`config.mk`:
```
export PLATFORM = sky130hd
export DESIGN_NAME = watchdog_reset_status_options
export DESIGN_NICKNAME = d
export VERILOG_FILES = /design/src/watchdog_reset_status_options.v /design/src/reset_cause_store.v
export VERILOG_INCLUDE_DIRS = /design/src
export SDC_FILE = /design/constraint.sdc
export NUM_CORES = 1
export LEC_CHECK = 0
export BUFFER_PORTS_ARGS = -buffer_cell sky130_fd_sc_hd__buf_4
export CORE_UTILIZATION = 60
export DETAILED_ROUTE_END_ITERATION = 10
export PLACE_DENSITY = 0.8
export REMOVE_ABC_BUFFERS = 1
export SLEW_MARGIN = 10
export SYNTH_ARGS = -nofsm -noshare
export SYNTH_HDL_FRONTEND = slang
export SYNTH_SLANG_ARGS = --single-unit
```
`constraint.sdc`:
```
create_clock -name clock_in -period 15.64 [get_ports clock_in]
set_input_delay 0.782 -clock clock_in [delete_from_list [all_inputs] [get_ports clock_in]]
set_output_delay 0.782 -clock clock_in [all_outputs]
set_load 0.05 [all_outputs]
```
`src/wdog_map.vh`:
```
`ifndef WDOG_MAP_VH
`define WDOG_MAP_VH

// register addresses on the internal register port
`define ADDR_RESET_CAUSE        8'h00
`define ADDR_DEBUG_FORCE_RESET  8'h01
`define ADDR_SYSTEM_OPTIONS     8'h02
`define ADDR_SYSTEM_OPTIONS_TWO 8'h03

// reset_cause fields
`define RC_POWER_ON    7
`define RC_PIN         6
`define RC_WATCHDOG    5
`define RC_BAD_OPCODE  4
`define RC_BAD_ADDRESS 3
`define RC_CLOCK_LOSS  2
`define RC_LOW_VOLTAGE 1
`define RC_RESET_VALUE 8'h82

// system_options_first fields
`define SO_TIMEOUT_HI  7
`define SO_TIMEOUT_LO  6
`define SO_STOP_ALLOW  5
`define SO_SERIAL_PIN  4
`define SO_TWO_WIRE    3
`define SO_RESET_VALUE 8'hc0

// second options fields
`define SO2_CLOCK_SEL  7
`define SO2_WINDOW     6
`define SO2_RESET_VALUE 8'h00

// service sequence values
`define SERVICE_FIRST  8'h55
`define SERVICE_SECOND 8'haa

// debug force bit
`define DF_FORCE_BIT   0

// low-power clock period in ns, and bus clock period in ns
`define LOW_POWER_CLOCK_PERIOD_NS 1000000
`define BUS_CLOCK_PERIOD_NS       100
`define LPO_DIVIDE (`LOW_POWER_CLOCK_PERIOD_NS / `BUS_CLOCK_PERIOD_NS)

// overflow exponents per timeout code
`define EXP_LPO_1 5'h05
`define EXP_LPO_2 5'h08
`define EXP_LPO_3 5'h0a
`define EXP_BUS_1 5'h0d
`define EXP_BUS_2 5'h10
`define EXP_BUS_3 5'h12

// width of the reset pulse issued to the system
`define RESET_PULSE_CYCLES 4'h4

`endif

```
`src/watchdog_reset_status_options.v`:
```
// Function
// set active cause flags, clear others
// debug forced reset leaves flags clear
// bad service write causes watchdog reset
// 0x55 then 0xaa clears watchdog counter
// power-on sets bits 7 and 1
// reset pin low sets bit 6
// timeout resets, sets bit 5, if enabled
// bad opcode, stop, background set bit 4
// bad address access sets bit 3
// clock loss sets bit 2
// enabled low voltage trip sets bit 1
// force register: debug writes only, reads zero
// debug force bit one gives reset
// options accept first write only
// stop with stop disallowed is bad opcode
// bit 4 places second serial pins
// bit 3 places two-wire pins
// timeout code zero disables watchdog
// low-power clock periods 2^5, 2^8, 2^10
// bus periods 2^13, 2^16, 2^18, window
// software services only in final quarter
// early write in window mode resets
// clock select: low-power or bus clock
// any reset restarts counter from zero
`include "wdog_map.vh"
`timescale 1ns/1ps
`default_nettype none

module watchdog_reset_status_options
#(
    parameter LPO_DIVIDE = `LPO_DIVIDE
)
(
    input  wire       clock_in,           // bus clock, 10 MHz
    input  wire       rst_in,             // power-on reset, active high
    input  wire       enable_in,          // clock enable
    input  wire       reg_write_in,       // user register write strobe
    input  wire       reg_read_in,        // user register read strobe
    input  wire       debug_write_in,     // background debug write strobe
    input  wire [7:0] reg_address_in,     // register address
    input  wire [7:0] reg_wdata_in,       // write data
    input  wire       reset_pin_n_in,     // external reset pin, active low
    input  wire       bad_opcode_in,      // illegal opcode executed
    input  wire       stop_exec_in,       // stop instruction executed
    input  wire       background_exec_in, // background instruction executed
    input  wire       background_mode_allow_in, // background mode allowed
    input  wire       bad_address_in,     // unimplemented address access
    input  wire       clock_loss_in,      // external clock lost
    input  wire       low_voltage_in,     // supply below trip level
    input  wire       low_voltage_reset_enable_in, // low voltage reset on
    output reg  [7:0] reg_rdata_out,      // read data
    output reg        system_reset_out,   // reset to the rest of the chip
    output reg        stop_enter_out,     // stop mode may be entered
    output reg        serial_two_on_e_out, // serial pins on port e pair
    output reg        two_wire_on_e_out   // two-wire pins on port e pair
);

    // synchronised pin and monitor inputs
    reg  [1:0] pin_sync;
    reg  [1:0] loss_sync;
    reg  [1:0] volt_sync;
    wire       pin_low  = ~pin_sync[1];
    wire       clk_lost = loss_sync[1];
    wire       volt_low = volt_sync[1];

    always @(posedge clock_in or posedge rst_in)
    begin
        if (rst_in)
        begin
            pin_sync  <= 2'h3;
            loss_sync <= 2'h0;
            volt_sync <= 2'h0;
        end
        else if (enable_in)
        begin
            pin_sync  <= {pin_sync[0], reset_pin_n_in};
            loss_sync <= {loss_sync[0], clock_loss_in};
            volt_sync <= {volt_sync[0], low_voltage_in};
        end
    end

    reg  [7:0] options;
    reg        options_written;
    reg  [7:0] options_two;
    reg        options_two_written;
    reg  [18:0] wd_count;
    reg  [16:0] lpo_div;
    reg        service_armed;
    reg  [3:0] pulse_count;
    wire [7:0] cause;

    wire [1:0] timeout_sel = options[`SO_TIMEOUT_HI:`SO_TIMEOUT_LO];
    wire       bus_clock   = options_two[`SO2_CLOCK_SEL];
    wire       window_mode = options_two[`SO2_WINDOW];
    wire       wd_enabled  = (timeout_sel != 2'h0);

    // overflow exponent from timeout code and clock select
    function [4:0] overflow_exp;
        input [1:0] sel;
        input       bus;
        begin
            case ({bus, sel})
                3'h1:    overflow_exp = `EXP_LPO_1;
                3'h2:    overflow_exp = `EXP_LPO_2;
                3'h3:    overflow_exp = `EXP_LPO_3;
                3'h5:    overflow_exp = `EXP_BUS_1;
                3'h6:    overflow_exp = `EXP_BUS_2;
                3'h7:    overflow_exp = `EXP_BUS_3;
                default: overflow_exp = 5'h1f;
            endcase
        end
    endfunction

    wire [4:0]  exp_now   = overflow_exp(timeout_sel, bus_clock);
    wire [18:0] limit     = (19'h1 << exp_now) - 19'h1;
    wire [18:0] window_at = limit - (limit >> 2); // 75% of period

    // watchdog tick: every bus cycle or every low-power period
    wire lpo_tick = (lpo_div == LPO_DIVIDE[16:0] - 17'h1);
    wire wd_tick  = bus_clock ? 1'b1 : lpo_tick;

    wire user_wr     = enable_in && reg_write_in;
    wire cause_wr    = user_wr && (reg_address_in == `ADDR_RESET_CAUSE);
    wire is_first    = (reg_wdata_in == `SERVICE_FIRST);
    wire is_second   = (reg_wdata_in == `SERVICE_SECOND);
    wire early_write = window_mode && (wd_count < window_at);

    // service and watchdog fault decode
    wire bad_value   = cause_wr && !is_first && !is_second;
    wire early_fault = cause_wr && early_write;
    wire service_ok  = cause_wr && is_second && service_armed
                       && !early_write;
    wire timeout     = wd_tick && (wd_count >= limit);
    wire wd_fault    = wd_enabled
                       && (bad_value || early_fault || timeout);

    // opcode faults, stop and background count as bad when disallowed
    wire stop_bad = stop_exec_in && !options[`SO_STOP_ALLOW];
    wire op_fault = bad_opcode_in || stop_bad
                    || (background_exec_in && !background_mode_allow_in);
    wire lv_fault = low_voltage_reset_enable_in && volt_low;

    // debug force, only via background debug path
    wire force_reset = enable_in && debug_write_in
                       && (reg_address_in == `ADDR_DEBUG_FORCE_RESET)
                       && reg_wdata_in[`DF_FORCE_BIT];

    wire any_source = pin_low || wd_fault || op_fault || bad_address_in
                      || clk_lost || lv_fault;
    wire reset_now  = enable_in && !system_reset_out
                      && (any_source || force_reset);

    // cause captured on reset entry; forced reset records nothing
    reg [7:0] next_cause;
    always @*
    begin
        next_cause = 8'h00;
        if (!force_reset)
        begin
            next_cause[`RC_PIN]         = pin_low;
            next_cause[`RC_WATCHDOG]    = wd_fault;
            next_cause[`RC_BAD_OPCODE]  = op_fault;
            next_cause[`RC_BAD_ADDRESS] = bad_address_in;
            next_cause[`RC_CLOCK_LOSS]  = clk_lost;
            next_cause[`RC_LOW_VOLTAGE] = lv_fault;
        end
    end

    // power-on value 0x82 comes from the store reset, see
    reset_cause_store u_cause
    (
        .clock_in   (clock_in),
        .rst_in     (rst_in),
        .enable_in  (enable_in),
        .capture_in (reset_now),
        .cause_in   (next_cause),
        .cause_out  (cause)
    );

    // reset pulse, held while a pin or monitor source persists
    always @(posedge clock_in or posedge rst_in)
    begin
        if (rst_in)
        begin
            system_reset_out <= 1'b1;
            pulse_count      <= `RESET_PULSE_CYCLES;
        end
        else if (enable_in)
        begin
            if (reset_now)
            begin
                system_reset_out <= 1'b1;
                pulse_count      <= `RESET_PULSE_CYCLES;
            end
            else if (system_reset_out)
            begin
                if (pulse_count != 4'h0)
                    pulse_count <= pulse_count - 4'h1;
                else if (!pin_low && !clk_lost && !lv_fault)
                    system_reset_out <= 1'b0;
            end
        end
    end

    wire in_reset = system_reset_out;

    // watchdog counter and service sequence
    always @(posedge clock_in or posedge rst_in)
    begin
        if (rst_in)
        begin
            wd_count      <= 19'h0;
            lpo_div       <= 17'h0;
            service_armed <= 1'b0;
        end
        else if (enable_in)
        begin
            if (in_reset || reset_now)
            begin
                wd_count      <= 19'h0;
                lpo_div       <= 17'h0;
                service_armed <= 1'b0;
            end
            else
            begin
                lpo_div <= lpo_tick ? 17'h0 : lpo_div + 17'h1;
                if (service_ok)
                    wd_count <= 19'h0;
                else if (wd_enabled && wd_tick)
                    wd_count <= wd_count + 19'h1;
                if (cause_wr)
                    service_armed <= is_first;
            end
        end
    end

    // write-once option registers, survive only until next reset
    wire opt_wr  = user_wr && (reg_address_in == `ADDR_SYSTEM_OPTIONS);
    wire opt2_wr = user_wr && (reg_address_in == `ADDR_SYSTEM_OPTIONS_TWO);

    always @(posedge clock_in or posedge rst_in)
    begin
        if (rst_in)
        begin
            options             <= `SO_RESET_VALUE;
            options_written     <= 1'b0;
            options_two         <= `SO2_RESET_VALUE;
            options_two_written <= 1'b0;
        end
        else if (enable_in)
        begin
            if (in_reset)
            begin
                options             <= `SO_RESET_VALUE;
                options_written     <= 1'b0;
                options_two         <= `SO2_RESET_VALUE;
                options_two_written <= 1'b0;
            end
            else
            begin
                if (opt_wr && !options_written)
                begin
                    options         <= reg_wdata_in;
                    options_written <= 1'b1;
                end
                if (opt2_wr && !options_two_written)
                begin
                    options_two         <= reg_wdata_in & 8'hc0;
                    options_two_written <= 1'b1;
                end
            end
        end
    end

    // read data and pin placement outputs
    always @(posedge clock_in or posedge rst_in)
    begin
        if (rst_in)
        begin
            reg_rdata_out       <= 8'h00;
            stop_enter_out      <= 1'b0;
            serial_two_on_e_out <= 1'b0;
            two_wire_on_e_out   <= 1'b0;
        end
        else if (enable_in)
        begin
            stop_enter_out      <= stop_exec_in && options[`SO_STOP_ALLOW];
            serial_two_on_e_out <= options[`SO_SERIAL_PIN];
            two_wire_on_e_out   <= options[`SO_TWO_WIRE];
            if (reg_read_in)
            begin
                case (reg_address_in)
                    `ADDR_RESET_CAUSE:        reg_rdata_out <= cause;
                    `ADDR_DEBUG_FORCE_RESET:
                        reg_rdata_out <= 8'h00;
                    `ADDR_SYSTEM_OPTIONS:     reg_rdata_out <= options;
                    `ADDR_SYSTEM_OPTIONS_TWO: reg_rdata_out <= options_two;
                    default:                  reg_rdata_out <= 8'h00;
                endcase
            end
        end
    end

endmodule

`default_nettype wire

```
`src/reset_cause_store.v`:
```
`timescale 1ns/1ps
`default_nettype none
`include "wdog_map.vh"

// holds the latched reset cause; register output, write on capture only
module reset_cause_store
(
    input  wire       clock_in,   // system clock
    input  wire       rst_in,     // async reset, active high
    input  wire       enable_in,  // clock enable
    input  wire       capture_in, // latch new cause
    input  wire [7:0] cause_in,   // new cause value
    output reg  [7:0] cause_out   // stored cause
);

    always @(posedge clock_in or posedge rst_in)
    begin
        if (rst_in)
        begin
            cause_out <= `RC_RESET_VALUE;
        end
        else if (enable_in && capture_in)
        begin
            cause_out <= cause_in;
        end
    end

endmodule

`default_nettype wire

```
## After elaboration in Yosys (flattened, before gate mapping)

Index checks and enable logic that the tools add are counted.

- Register bits after elaboration: 84
- Input port bits: 31
- Output and inout port bits: 12
- Word-level logic and storage cells: 128

- Add/subtract/negate cells: 5
- Magnitude comparators: 2
- Eq/ne operators: 12
- Shifts and indexed selects: 1
- Multiplexer cells: 26
- Bitwise gates (word level): 1
- Reduce and logical (&&, ||, !) cells: 64

Operators with widths:

| kind | count |
|---|---|
| 19-bit 2-to-1 mux | 3 |
| 17-bit 2-to-1 mux | 2 |
| 8-bit 2-to-1 mux | 4 |
| 5-bit case mux with 6 select lines | 1 |
| 1-bit logical AND | 28 |
| 8-bit case mux with 3 select lines | 1 |
| 19-bit by 1-bit adder with 19-bit output (second input constant) | 1 |
| 19-bit >= comparator | 1 |
| 19-bit less-than comparator | 1 |
| 1-bit by 5-bit left shift with 19-bit output (first input constant) | 1 |
| 19-bit by 1-bit subtractor with 19-bit output (second input constant) | 1 |
| 19-bit by 17-bit subtractor with 19-bit output | 1 |
| 17-bit by 1-bit adder with 17-bit output (second input constant) | 1 |
| 17-bit by 14-bit == test with 1-bit output (second input constant) | 1 |
| 8-bit by 2-bit == test with 1-bit output (second input constant) | 2 |
| 4-bit 2-to-1 mux | 3 |
| 2-bit nonzero test | 6 |
| 1-bit logical OR | 11 |
| 1-bit 2-to-1 mux | 11 |
| 1-bit logical NOT | 10 |
| 2-bit AND reduction | 5 |
| 3-bit == test (second input constant) | 3 |
| 8-bit by 1-bit == test with 1-bit output (second input constant) | 1 |
| 8-bit by 7-bit == test with 1-bit output (second input constant) | 1 |
| 10 further kinds | 11 |

## Longest topological paths before layout

- Depth in word-level cells: 21
- Mapped depth: 26
- Gate-level depth less buffers: 23

## By module

From an unflattened synthesis, not the netlist that was laid out.

- Cells, all modules: 633
- Area total of the unflattened synthesis: 5,626.6 um2

Modules (own cells, without submodules):

| module | times used | cells an instance | area an instance (um2) |
|---|---|---|---|
| watchdog_reset_status_options | 1 | 615 | 5,323.9 |
| reset_cause_store | 1 | 18 | 302.8 |

## Worst setup path before layout

OpenSTA, ideal clock, no wires.

- Path kind: register -> register
- Start point: register options[6]
- End point: register wd_count[17]
- Library setup time: 0.129 ns
- Data arrival time: 4.876 ns
- Required time: 15.511 ns
- Setup slack: 10.634 ns
- Cell stages (with the launch flop): 24
- Clock period less this slack: 5.006 ns
- Cell sequence: dfstp_2 clkbuf_1 nand2b_1 nor2_1 inv_1 nand2_1 ha_1 o21ai_0 nand2b_1 o41a_1 a221o_1 a311o_1 a21oi_1 xnor2_1 ha_1 a211oi_1 o21ai_0 a2111o_1 a211o_1 buf_2 a21bo_4 buf_6 a22oi_2 o41ai_2

- Cells in the longest elaborated chain, start to end: 21

Ends and longest elaborated chain:

| element | RTL line | RTL |
|---|---|---|
| from (decl) | watchdog_reset_status_options.v:83 | `reg [7:0] options;` |
| from (signal assigned) | watchdog_reset_status_options.v:246 | `` options <= `SO_RESET_VALUE; `` |
| from (signal assigned) | watchdog_reset_status_options.v:255 | `` options <= `SO_RESET_VALUE; `` |
| from (signal assigned) | watchdog_reset_status_options.v:264 | `options <= reg_wdata_in;` |
| 3-bit == test (tied with other cells) | watchdog_reset_status_options.v:103 | `case ({bus, sel})` |
| 5-bit case mux with 6 select lines | watchdog_reset_status_options.v:103 |  |
| 1-bit by 5-bit left shift with 19-bit output | watchdog_reset_status_options.v:116 | `wire [18:0] limit = (19'h1 << exp_now) - 19'h1;` |
| 19-bit by 1-bit subtractor with 19-bit output | watchdog_reset_status_options.v:116 |  |
| 19-bit by 17-bit subtractor with 19-bit output | watchdog_reset_status_options.v:117 | `wire [18:0] window_at = limit - (limit >> 2);` |
| 19-bit less-than comparator | watchdog_reset_status_options.v:127 | `wire early_write = window_mode && (wd_count < window_at);` |
| 1-bit logical AND | watchdog_reset_status_options.v:127 |  |
| 1-bit logical AND | watchdog_reset_status_options.v:131 | `wire early_fault = cause_wr && early_write;` |
| 1-bit logical OR (2 in series) | watchdog_reset_status_options.v:136 | `&& (bad_value \|\| early_fault \|\| timeout);` |
| 1-bit logical AND | watchdog_reset_status_options.v:136 |  |
| 1-bit logical OR (3 in series) | watchdog_reset_status_options.v:149 | `wire any_source = pin_low \|\| wd_fault \|\| op_fault \|\| bad_address_in` |
| 1-bit logical OR (2 in series) | watchdog_reset_status_options.v:150 | `\|\| clk_lost \|\| lv_fault;` |
| 1-bit logical OR | watchdog_reset_status_options.v:152 | `&& (any_source \|\| force_reset);` |
| 1-bit logical AND | watchdog_reset_status_options.v:152 |  |
| 1-bit logical OR | watchdog_reset_status_options.v:219 | `if (in_reset \|\| reset_now)` |
| 3-bit nonzero test (no source line) | -- |  |
| 2-bit AND reduction (no source line) | -- |  |
| to (signal assigned) | watchdog_reset_status_options.v:231 | `wd_count <= wd_count + 19'h1;` |
| to (decl) | watchdog_reset_status_options.v:87 | `reg [18:0] wd_count;` |

Parallel ways exist; a longest one is shown, timed or not.
A chain may end at the register's enable or synchronous reset.

## Final worst setup path

- Start point: register options[7]
- End point: register wd_count[17]

The elaborated chain is that of the path after synthesis.

==> summary.md <==
| Metric | Value |
|---|---|
| Status | `completed` |
| PortBufs | `42` |
| Clk slew on worst S/H paths | `100 ps` |
| Placeable Area | `9200 um2` |
| Layout cell share with drive strength beyond 1 | `0.126` |
| Worst EP required | `15890 ps` |
| Min Tclk post-route | `6100 ps` |
| Seq/Total Area, Yosys | `0.347` |
| Fin crit share | `0.390` |
| Total GRT Usage | `0.300` |
| H-tree depth | `3` |
| Die extent in x | `99.1 um` |
| Worst-path cell chain | `nor2_1, or2_2, nand2_1, nand2_1, inv_1, ha_1, a21oi_1, inv_1, a221o_1, o41ai_1, nand4b_1, o311a_1, ha_1, a211oi_1, o21ai_0, a211oi_1, and4b_1, a21oi_1, nand2_1, o41ai_2` |
| Vias in the first global route | `around 5000` |
| Routed wire length | `14000 um` |
| Cell Area, Synth | `5660 um2` |
| # Post-CTS Setup Buffers | `0` |
| Post-CTS Resized | `0` |
| Clk sinks | `78` |
| ANT cells | `0` |
| Final Max Slew Viols | `0` |
| Skew-Pair Late Insertion Delay | `360 ps` |
| Most frequent cells in the layout | `nand2_1 (70), dfrtp_1 (70), inv_1 (46), ha_1 (45), buf_4 (44)` |
| Rel. slew slack | `0.166` |
| GR peak layer | `met2` |
| Die ar. | `9820 um2` |
| Initial core utilization | `0.615` |
| RSZ-0062 raised after global routing | `no` |
| Initial antenna violation count | `0` |
| GR Layer Usage met2 | `0.497` |
| Hold_buf cts | `0` |
| Startpoint types | `flop` |
| Vias per cell | `between 6 and 7` |
| Num CTS Buffers | `9` |
| First-pass GRT wire length | `23500 um` |
| Cell Pwr Density | `slightly above 80 nW/um2` |
| # DRC | `0` |
| HPWL Detailed | `10400 um` |
| I/O pins | `43` |
| Cell count after synthesis | `659` |
| Ys Warns | `0` |
| Yosys cell types | `74` |
| Worst Skew | `16.3 ps` |
| Largest net degree at the start of global routing | `79` |
| Slew @ Worst Pin | `1250 ps` |
| #FFs+latches synth | `just under 80` |
| Root Driver | `clkbuf_8` |
| DR pass1 iterations | `5` |
| CTS tree | `built` |
| DIE HEIGHT | `99.1 um` |
| Routed len/inst | `17.5 um` |
| Setup tns final | `0 ps` |
| Met1 global-route usage | `0.413` |
| Post-synth EDFFs | `0` |
| CP arrival | `between 6000 and 7000 ps` |
| Avg Cell Area, Syn | `8.59 um2` |
| ANT nets after route | `0` |
| Max rail drop VDD | `around 0.074 mV` |
| Starting DRT DRC Count | `371` |
| Slowest CP cell | `a21oi_1` |
| Setup crit end kind | `flop` |
| Most frequent CP cell | `nand2_1` |
| Final hold vios | `0` |
| Buf/Inv on CP | `2` |
| Met3 Use GR | `0.0379` |
| GR Overflow Total | `0` |
| Max Cap Viol | `0` |
| Asr flop ratio synth | `1.00` |
| LEAKAGE | `about 2.8 nW` |
| Top delay family on crit path | `compound AO/OA/AOI/OAI gates` |
| Hold_ws | `slightly below 500 ps` |
| Worst-path fanout max | `14` |
| Net count, final | `762` |
| Area Growth Syn to Fin | `10.0%` |
| HP Class | `reg2reg` |
| Gp weighted congestion | `0.988` |
| Critical path class | `reg2reg` |
| Setup violators final | `0` |
| Via Count | `5118` |
| Max Fclk | `164 MHz` |
| Worst-case clock buffer depth | `2` |
| CP max stage delay | `980 ps` |
| Top_reg_cell synth | `dfrtp_1` |
| Num rows | `35` |
-- power by group --
| group | leakage, nW | switching (W) | internal (W) |
|---|---|---|---|
| sequential | 1.04 | 0.0000153 | 0.000219 |
| clock | 0.105 | 0.0000804 | 0.0000913 |
| combinational | 1.66 | 0.0000673 | 0.0000392 |
-- cells in the mapped netlist (4+ instances only) --
library cell | n | share of area
a22o_1 | 7 | 0.011
o21ai_0 | 36 | 0.032
clkbuf_1 | 20 | 0.013
ha_1 | 45 | 0.10
and3_1 | 20 | 0.022
a211oi_1 | 4 | 0.0053
dfrtp_1 | 70 | 0.31
nand2_1 | 70 | 0.046
mux2_2 | 7 | 0.014
o22ai_1 | 9 | 0.010
inv_1 | 47 | 0.031
a21o_1 | 6 | 0.0080
nand2b_1 | 12 | 0.013
and2_1 | 6 | 0.0066
nor2_1 | 42 | 0.028
a21oi_1 | 35 | 0.031
nor4_1 | 6 | 0.0066
o31ai_1 | 5 | 0.0066
mux2i_1 | 16 | 0.028
nand4_1 | 14 | 0.015
a31oi_1 | 29 | 0.032
nand3b_1 | 7 | 0.0093
nor3_1 | 11 | 0.0097
dfstp_2 | 8 | 0.037
xnor2_1 | 16 | 0.025
nand3_1 | 27 | 0.024
buf_2 | 6 | 0.0053
-- layout make-up --
type | instances | area, um2
Timing Repair Buffer | 44 | 330
Sequential cell | 78 | 1960
Fill cell | 759 | 2970
Multi-Input combinational cell | 506 | 3400
Tap cell | 111 | 139
Inverter | 47 | 176
Clock inverter | 6 | 95.1
Clock buffer | 10 | 128
-- sequential cells by signal, summed over array words and instances (netlist names), 2 cells and up --
name,flops
wd_count,19
lpo_div,17
options,8
reg_rdata_out,8
u_cause.cause_out,7
pulse_count,4
loss_sync,2
options_two,2
pin_sync,2
volt_sync,2
-- per-layer routing --
metal  vias to the layer above  part of all wire  routed length [um]
met4                         0             0.015                 210
met2                       157              0.48                6800
met5                         -                 0                   0
met1                      2479              0.45                6370
met3                        22             0.045                 632
li1                       2460                 -                   -
-- worst register-to-register path: stages, from the launching register on --
cell and delay [ps]:
dfstp_2 630, nor2_1 160, or2_2 330, nand2_1 160, nand2_1 110, inv_1 70
ha_1 250, a21oi_1 210, inv_1 60, a221o_1 350, o41ai_1 630, nand4b_1 170
o311a_1 160, ha_1 180, a211oi_1 210, o21ai_0 160, a211oi_1 340, and4b_1 280
a21oi_1 980, nand2_1 250, o41ai_2 330
-- worst paths after layout --
path	startpoint	to	slack [ps]	cells past startpoint
max	options[7]$_DFFE_PP1P_	wd_count[17]$_DFFE_PP0P_	9540	20
min	reg_rdata_out[7]$_DFFE_PP0P_	reg_rdata_out[7]$_DFFE_PP0P_	490	2
max reg2reg	options[7]$_DFFE_PP1P_	wd_count[17]$_DFFE_PP0P_	9540	20
min reg2reg	reg_rdata_out[7]$_DFFE_PP0P_	reg_rdata_out[7]$_DFFE_PP0P_	490	2
max in group asynchronous	rst_in	reg_rdata_out[5]$_DFFE_PP0P_	14280	3
min in group asynchronous	rst_in	pulse_count[1]$_DFFE_PP0P_	700	3
-- cells by family after synthesis --
family | after synthesis | synth area share
xor gates and xnor gates | 18 | 0.0279
muxes | 23 | 0.0422
other | 2 | 0.00133
AOI/OAI and AO/OA | 172 | 0.205
buffers and inverters | 78 | 0.0551
adders and majority gates | 45 | 0.0995
and+or+nand+nor | 243 | 0.222
DFF | 78 | 0.347
-- stage by stage --
stage	util	area, um2	std cells	setup slack [ps]	power (W)
2_1_floorplan	-	5530	631	10660	0.000306
3_3_place_gp	0.653	6000	786	10070	0.000338
3_5_place_dp	0.653	6000	786	9710	0.000344
4_1_cts	0.677	6230	802	9680	0.000513
5_1_grt	0.677	6230	802	9060	0.000539
6_report	0.677	6230	802	9540	0.000513
(Power assumes the default switching activity.)
